File: src/logic/pma_regs_map.svh
// register offsets, field positions and reset values of the pma/pmd register bank
`ifndef PMA_REGS_MAP_SVH
`define PMA_REGS_MAP_SVH
// ==========================================
// device and register addresses
`define PMA_DEV_ADDR        5'h01
`define STATUS_TWO_ADDR     16'h0008
`define TX_DISABLE_ADDR     16'h0009
`define EXT_ABILITY_ADDR    16'h000B
`define SP_ABILITY_ADDR     16'h0012
`define SP_CONTROL_ADDR     16'h0834
`define LR_CONTROL_ADDR     16'h08F6
// ==========================================
// reset and fixed values
`define STATUS_TWO_VAL      16'h8301
`define TX_DISABLE_RST      16'h0000
`define EXT_ABILITY_VAL     16'h0800
`define SP_ABILITY_VAL      16'h0004
`define SP_CONTROL_RST      16'h8002
`define LR_CONTROL_RST      16'h0000
// ==========================================
// field positions
`define TX_OFF_BIT          0
`define LEADER_BIT          14
`define LR_TX_OFF_BIT       14
`define TYPE_LSB            0
`define TYPE_MSB            3
`define TYPE_RST            4'h2
`endif

File: src/logic/pma_regs_pkg.sv
// types shared by the pma/pmd register bank
`default_nettype none
package pma_regs_pkg;
  // phy type select encodings
  typedef enum logic [3:0]
  {
    TYPE_FAST      = 4'h0,
    TYPE_GIGABIT   = 4'h1,
    TYPE_LONG      = 4'h2,
    TYPE_SHORT     = 4'h3
  } phy_type_t;
  typedef logic [15:0] reg_word_t;
endpackage : pma_regs_pkg
`default_nettype wire

File: src/logic/pma_pmd_mgmt_regs.sv
// pma/pmd management register bank reached by clause 45 register accesses
//
// Overview of operation
// - registers at device 1, documented addresses
// - status two bits 15:14 read 2
// - status two bit 9 reads one
// - status two bit 8 reads one
// - status two bit 0 reads one
// - tx disable bit 0 suppresses transmit
// - extended ability bit 11 reads one
// - single pair ability is read only
// - ability reports long reach only
// - control bit 14 selects leader role
// - role bit used only without negotiation
// - type field resets 2, four codes
// - type applied only when forced, no negotiation
// - long reach control bit 14 disables transmit
`timescale 1ns/1ns
`default_nettype none
`include "pma_regs_map.svh"
module pma_pmd_mgmt_regs
(
  input  wire logic                     clk_i,
  input  wire logic                     reset_i,
  input  wire logic                     req_i,
  input  wire logic                     write_i,
  input  wire logic [4:0]               dev_addr_i,
  input  wire logic [15:0]              reg_addr_i,
  input  wire logic [15:0]              wdata_i,
  input  wire logic                     an_enable_i,
  input  wire logic                     forced_cfg_i,
  input  wire logic                     leader_an_i,
  input  wire logic [3:0]               type_an_i,
  output pma_regs_pkg::reg_word_t       rdata_o,
  output logic                          rvalid_o,
  output logic                          hit_o,
  output logic                          tx_enable_o,
  output logic                          leader_o,
  output pma_regs_pkg::phy_type_t       phy_type_o
);
  import pma_regs_pkg::*;
  // ==========================================
  // storage
  logic        tx_output_off_ff;        // tx disable bit
  logic        leader_role_select_ff;   // leader/follower select
  logic [3:0]  phy_type_select_ff;      // forced phy type
  logic        long_reach_tx_off_ff;    // long reach tx disable
  logic        tx_enable_ff;            // transmit enable output
  // ==========================================
  // decode
  wire logic   dev_hit;                 // device 1 addressed
  wire logic   sel_stat2;
  wire logic   sel_txdis;
  wire logic   sel_ext;
  wire logic   sel_spab;
  wire logic   sel_spctl;
  wire logic   sel_lrctl;
  wire logic   any_hit;                 // mapped register
  wire logic   wr;                      // write strobe
  wire reg_word_t read_word;            // read mux output
  assign dev_hit   = (dev_addr_i == `PMA_DEV_ADDR);
  assign sel_stat2 = dev_hit & (reg_addr_i == `STATUS_TWO_ADDR);
  assign sel_txdis = dev_hit & (reg_addr_i == `TX_DISABLE_ADDR);
  assign sel_ext   = dev_hit & (reg_addr_i == `EXT_ABILITY_ADDR);
  assign sel_spab  = dev_hit & (reg_addr_i == `SP_ABILITY_ADDR);
  assign sel_spctl = dev_hit & (reg_addr_i == `SP_CONTROL_ADDR);
  assign sel_lrctl = dev_hit & (reg_addr_i == `LR_CONTROL_ADDR);
  assign any_hit   = sel_stat2 | sel_txdis | sel_ext | sel_spab | sel_spctl | sel_lrctl;
  assign wr        = req_i & write_i;
  // ==========================================
  // read mux, constants for fixed ability words
  assign read_word =
    sel_stat2 ? `STATUS_TWO_VAL :
    sel_txdis ? {15'h0000, tx_output_off_ff} :
    sel_ext   ? `EXT_ABILITY_VAL :
    sel_spab  ? `SP_ABILITY_VAL :
    sel_spctl ? {1'b1, leader_role_select_ff, 10'h000, phy_type_select_ff} :
    sel_lrctl ? {1'b0, long_reach_tx_off_ff, 14'h0000} :
    16'h0000;                                                           // unmapped reads zero
  // ==========================================
  // writable bits; others ignore writes
  always_ff @(posedge clk_i)
  begin
    if (reset_i)
    begin
      tx_output_off_ff      <= 1'b0;
      leader_role_select_ff <= 1'b0;
      phy_type_select_ff    <= `TYPE_RST;
      long_reach_tx_off_ff  <= 1'b0;
    end
    else if (wr)
    begin
      if (sel_txdis)
      begin
        tx_output_off_ff <= wdata_i[`TX_OFF_BIT];
      end
      if (sel_spctl)
      begin
        leader_role_select_ff <= wdata_i[`LEADER_BIT];
        phy_type_select_ff    <= wdata_i[`TYPE_MSB:`TYPE_LSB];
      end
      if (sel_lrctl)
      begin
        long_reach_tx_off_ff <= wdata_i[`LR_TX_OFF_BIT];
      end
    end
  end
  // ==========================================
  // read answer, one cycle after request
  always_ff @(posedge clk_i)
  begin
    if (reset_i)
    begin
      rdata_o  <= 16'h0000;
      rvalid_o <= 1'b0;
      hit_o    <= 1'b0;
    end
    else
    begin
      rdata_o  <= (req_i & ~write_i) ? read_word : 16'h0000;
      rvalid_o <= req_i & ~write_i;
      hit_o    <= req_i & any_hit;
    end
  end
  // ==========================================
  // transmit gate: either disable bit suppresses output
  always_ff @(posedge clk_i)
  begin
    if (reset_i)
    begin
      tx_enable_ff <= 1'b1;
    end
    else
    begin
      tx_enable_ff <= ~(tx_output_off_ff | long_reach_tx_off_ff);
    end
  end
  assign tx_enable_o = tx_enable_ff;
  // ==========================================
  // role and type resolution
  mode_resolve u_mode_resolve
  (
    .clk_i           (clk_i),
    .reset_i         (reset_i),
    .an_enable_i     (an_enable_i),
    .forced_cfg_i    (forced_cfg_i),
    .leader_forced_i (leader_role_select_ff),
    .type_forced_i   (phy_type_select_ff),
    .leader_an_i     (leader_an_i),
    .type_an_i       (type_an_i),
    .leader_o        (leader_o),
    .type_o          (phy_type_o)
  );
endmodule : pma_pmd_mgmt_regs
`default_nettype wire

File: src/logic/mode_resolve.sv
// resolves role and phy type from forced settings or negotiation outcome
`timescale 1ns/1ns
`default_nettype none
module mode_resolve
(
  input  wire logic                     clk_i,
  input  wire logic                     reset_i,
  input  wire logic                     an_enable_i,
  input  wire logic                     forced_cfg_i,
  input  wire logic                     leader_forced_i,
  input  wire logic [3:0]               type_forced_i,
  input  wire logic                     leader_an_i,
  input  wire logic [3:0]               type_an_i,
  output logic                          leader_o,
  output pma_regs_pkg::phy_type_t       type_o
);
  import pma_regs_pkg::*;
  wire logic      use_forced_role;     // forced role allowed
  wire logic      use_forced_type;     // forced type allowed
  wire logic      nxt_leader;          // chosen role
  wire logic [3:0] nxt_type;           // chosen type
  // ==========================================
  // selection
  assign use_forced_role = ~an_enable_i;
  assign use_forced_type = ~an_enable_i & forced_cfg_i;
  assign nxt_leader      = use_forced_role ? leader_forced_i : leader_an_i;
  assign nxt_type        = use_forced_type ? type_forced_i : type_an_i;
  // registered outputs
  always_ff @(posedge clk_i)
  begin
    if (reset_i)
    begin
      leader_o <= 1'b0;
      type_o   <= TYPE_LONG;
    end
    else
    begin
      leader_o <= nxt_leader;
      type_o   <= phy_type_t'(nxt_type);
    end
  end
endmodule : mode_resolve
`default_nettype wire

File: config.mk
export PLATFORM = sky130hd
export DESIGN_NAME = pma_pmd_mgmt_regs
export DESIGN_NICKNAME = d
export VERILOG_FILES = /design/src/logic/pma_regs_pkg.sv /design/src/logic/pma_pmd_mgmt_regs.sv /design/src/logic/mode_resolve.sv
export VERILOG_INCLUDE_DIRS = /design/src /design/src/logic
export SDC_FILE = /design/constraint.sdc
export NUM_CORES = 1
export LEC_CHECK = 0
export ABC_CLOCK_PERIOD_IN_PS = 3400
export BUFFER_PORTS_ARGS = -buffer_cell sky130_fd_sc_hd__clkbuf_2
export CAP_MARGIN = 20
export CORE_MARGIN = 2
export CORE_UTILIZATION = 29
export DETAILED_ROUTE_END_ITERATION = 8
export GPL_ROUTABILITY_DRIVEN = 0
export SLEW_MARGIN = 20
export SYNTH_ARGS = -nofsm -noshare
export SYNTH_HDL_FRONTEND = slang
export SYNTH_SLANG_ARGS = --single-unit
File: constraint.sdc
create_clock -name clk_i -period 3.4 [get_ports clk_i]
set_input_delay 0.17 -clock clk_i [delete_from_list [all_inputs] [get_ports clk_i]]
set_output_delay 0.17 -clock clk_i [all_outputs]
set_load 0.02 [all_outputs]
==> qor.yml <==
worst_slack_ns: 1.86
fillers: 394
synth_mux_area_frac: 0.0465
cts_buffers: 3
synth-edff-count: 0
grt_pass1_wl_mm: 4.38
r2r-end: "long_reach_tx_off_ff"
start_kind: "primary input"
die_area_sq_mm: 0.00422
first_iter_violations: 35
final_common_cell: "clkbuf_2"
antenna_left: 0
grt_use_total: 0.136
vias_per_cell: 4.81
cp-endpoint: "tx_output_off_ff"
static-leakage-power_uw: 0.000632
rsz0062_at_grt: "false"
worst_ep_arrival_time_ns: 1.74
tightestPinTransition_ns: 0.678
worstPathMaxFanout: 3
synth_area_per_cell_sq_um: 8.62
cts_root_buf: "clkbuf_8"
grt_max_degree: 21
cp-startpoint: "reg_addr_i[5]"
grt_pass1_vias: 999
grtUsageMet1: 0.161
syn_to_final_growth_pct: 28.5
core_area_sq_mm: 0.00361
max_freq_mhz: 651
cts_sinks: 23
overflow: 0
synth_simple_gate_area_frac: 0.285
final_layout_size_suffix_gt1_frac: 0.360
ctsLongestPathBuffers: 2
synth_compound_area_frac: 0.136
drv_slew: 0
met3_usage: 0.0208
port_buffers: 53
synth.distinct_cells: 38
hold_class: "primary input to flip-flop"
ys.flop_type: "dfxtp_1"
async_reset_ff_frac: 0
nets: 221
syn-cell-area_sq_mm: 0.00108
dp.cells: 216
antenna_found_initial: 0
diodes: 0
fin_crit_sh: 0.452
synthAdderAreaFrac: 0
cap_violations: 0
ir_drop_uv: 125
fin_util: 0.384
h-tree-depth: 1
setup_viol: 0
synth_top_family_by_area: "simple AND/OR/NAND/NOR gates"
rrSetupSlack_ns: 2.64
power.density_mw_per_mm2: 365
cts_setup_buffers: 0
ys_ff_latch: 23
drc: 0
cts_tree: "yes"
gr-max-usage-layer: "met2"
netlist_instances: 125
ys_seq_area_frac: 0.427
path_clk_slew_ns: 0.08
r2r-start: "long_reach_tx_off_ff"
initial_core_util: 0.299
yosys_warnings: 0
cp-end-kind: "flip-flop"
finalSetupTns_ns: 0
chipHeight_microns: 65.0
hold_violations: 0
layout_common_cells: "clkbuf_2, dfxtp_1, nand4_1, a21oi_1"
vias: 1058
pin_count: 72
status: "finished clean"
p_total_uw: 506
worstRegToRegCells: 3
routed_wl_mm: 2.75
fp.dieW_microns: 65.0
dr.pass1.iters: 4
cp.required_ns: 3.60
wl_per_cell_microns: 12.5
dpl.hpwl_mm: 2.16
path_class: "primary input to flip-flop"
std_cell_rows: 22
yosys.area_share.xor_xnor: 0
cts.repair.resized: 0
max_slew_margin: 0.548
final.setup_skew_ns: 0.00157
grt_util_met2: 0.236
clk_latency_ns: 0.27
fin_crit_ns: 1.54
ctsHoldBuffers: 0
post_layout_nonfiller_instances: 220
pre_cts_ws_ns: 1.57
-- per-stage QoR --
| stage | instance area, sq um | hold slack [ns] |
|---|---|---|
| 2_1_floorplan | 1100 | 0.271 |
| 3_5_place_dp | 1340 | 0.408 |
| 5_1_grt | 1380 | 0.151 |
| 6_report | 1380 | 0.125 |
| 3_3_place_gp | 1340 | 0.400 |
| 4_1_cts | 1380 | 0.130 |
-- cells in the mapped netlist (4+ instances only) --
master    number  share of area
inv_1          4          0.014
and3_1         4          0.023
o21ai_0        4          0.019
buf_4          8          0.056
clkbuf_1       7          0.024
a21oi_1        9          0.042
nand3_1        6          0.028
dfxtp_1       23           0.43
nand4_1       10          0.058
mux2i_1        5          0.046
nor2_1         7          0.024
nor3_1         4          0.019
-- logic make-up after synthesis --
family / Yosys count
simple gates: 51
compound gates: 24
flops: 23
buf+inv: 21
mux: 5
other cells: 1
-- power breakdown --
group	internal, uW	total (uW)	switching (uW)
Clock	81.9	171	89.0
Combinational	26.2	61.5	35.3
Sequential	273	273	0.816
-- state kept, by name, summed over array words and instances (netlist names) --
register                 count
tx_output_off_ff             1
rdata_o                      8
long_reach_tx_off_ff         1
u_mode_resolve.leader_o      1
rvalid_o                     1
hit_o                        1
tx_enable_o                  1
phy_type_select_ff           4
u_mode_resolve.type_o        4
leader_role_select_ff        1
-- worst min-delay path by stage --
stage	slack (ns)	cells past startpoint	startpoint	end
5_1_grt	0.15	3	type_an_i[1]	u_mode_resolve.type_o[1]
6_report	0.12	3	type_an_i[1]	u_mode_resolve.type_o[1]
3_5_place_dp	0.41	3	type_an_i[1]	u_mode_resolve.type_o[1]
3_3_place_gp	0.40	3	type_an_i[1]	u_mode_resolve.type_o[1]
4_1_cts	0.13	3	type_an_i[1]	u_mode_resolve.type_o[1]
2_1_floorplan	0.27	1	reset_i	u_mode_resolve.type_o[1]
-- layout make-up --
cell class	count	area, sq um	share of cell area
clock buffer	3	41.3	0.0298
tap	48	60.1	0.0434
timing repair buffer	54	273	0.197
clock inverter	1	5.00	0.00362
sequential	23	460	0.333
multi-input combinational	87	529	0.382
inverter	4	15.0	0.0108
-- layer usage --
layer,routed length (microns),share of wire,vias to the layer above
li1,-,-,534
met1,1250,0.45,475
met2,1280,0.47,45
met3,192,0.070,4
met4,27,0.0098,0
met5,0,0,-
-- critical path, stage by stage --
cell	delay [ns]
clkbuf_2	0.10
or4_4	0.54
or3_1	0.34
or4_1	0.47
a21oi_1	0.13
No activity file was read; power rests on OpenSTA's default activity.
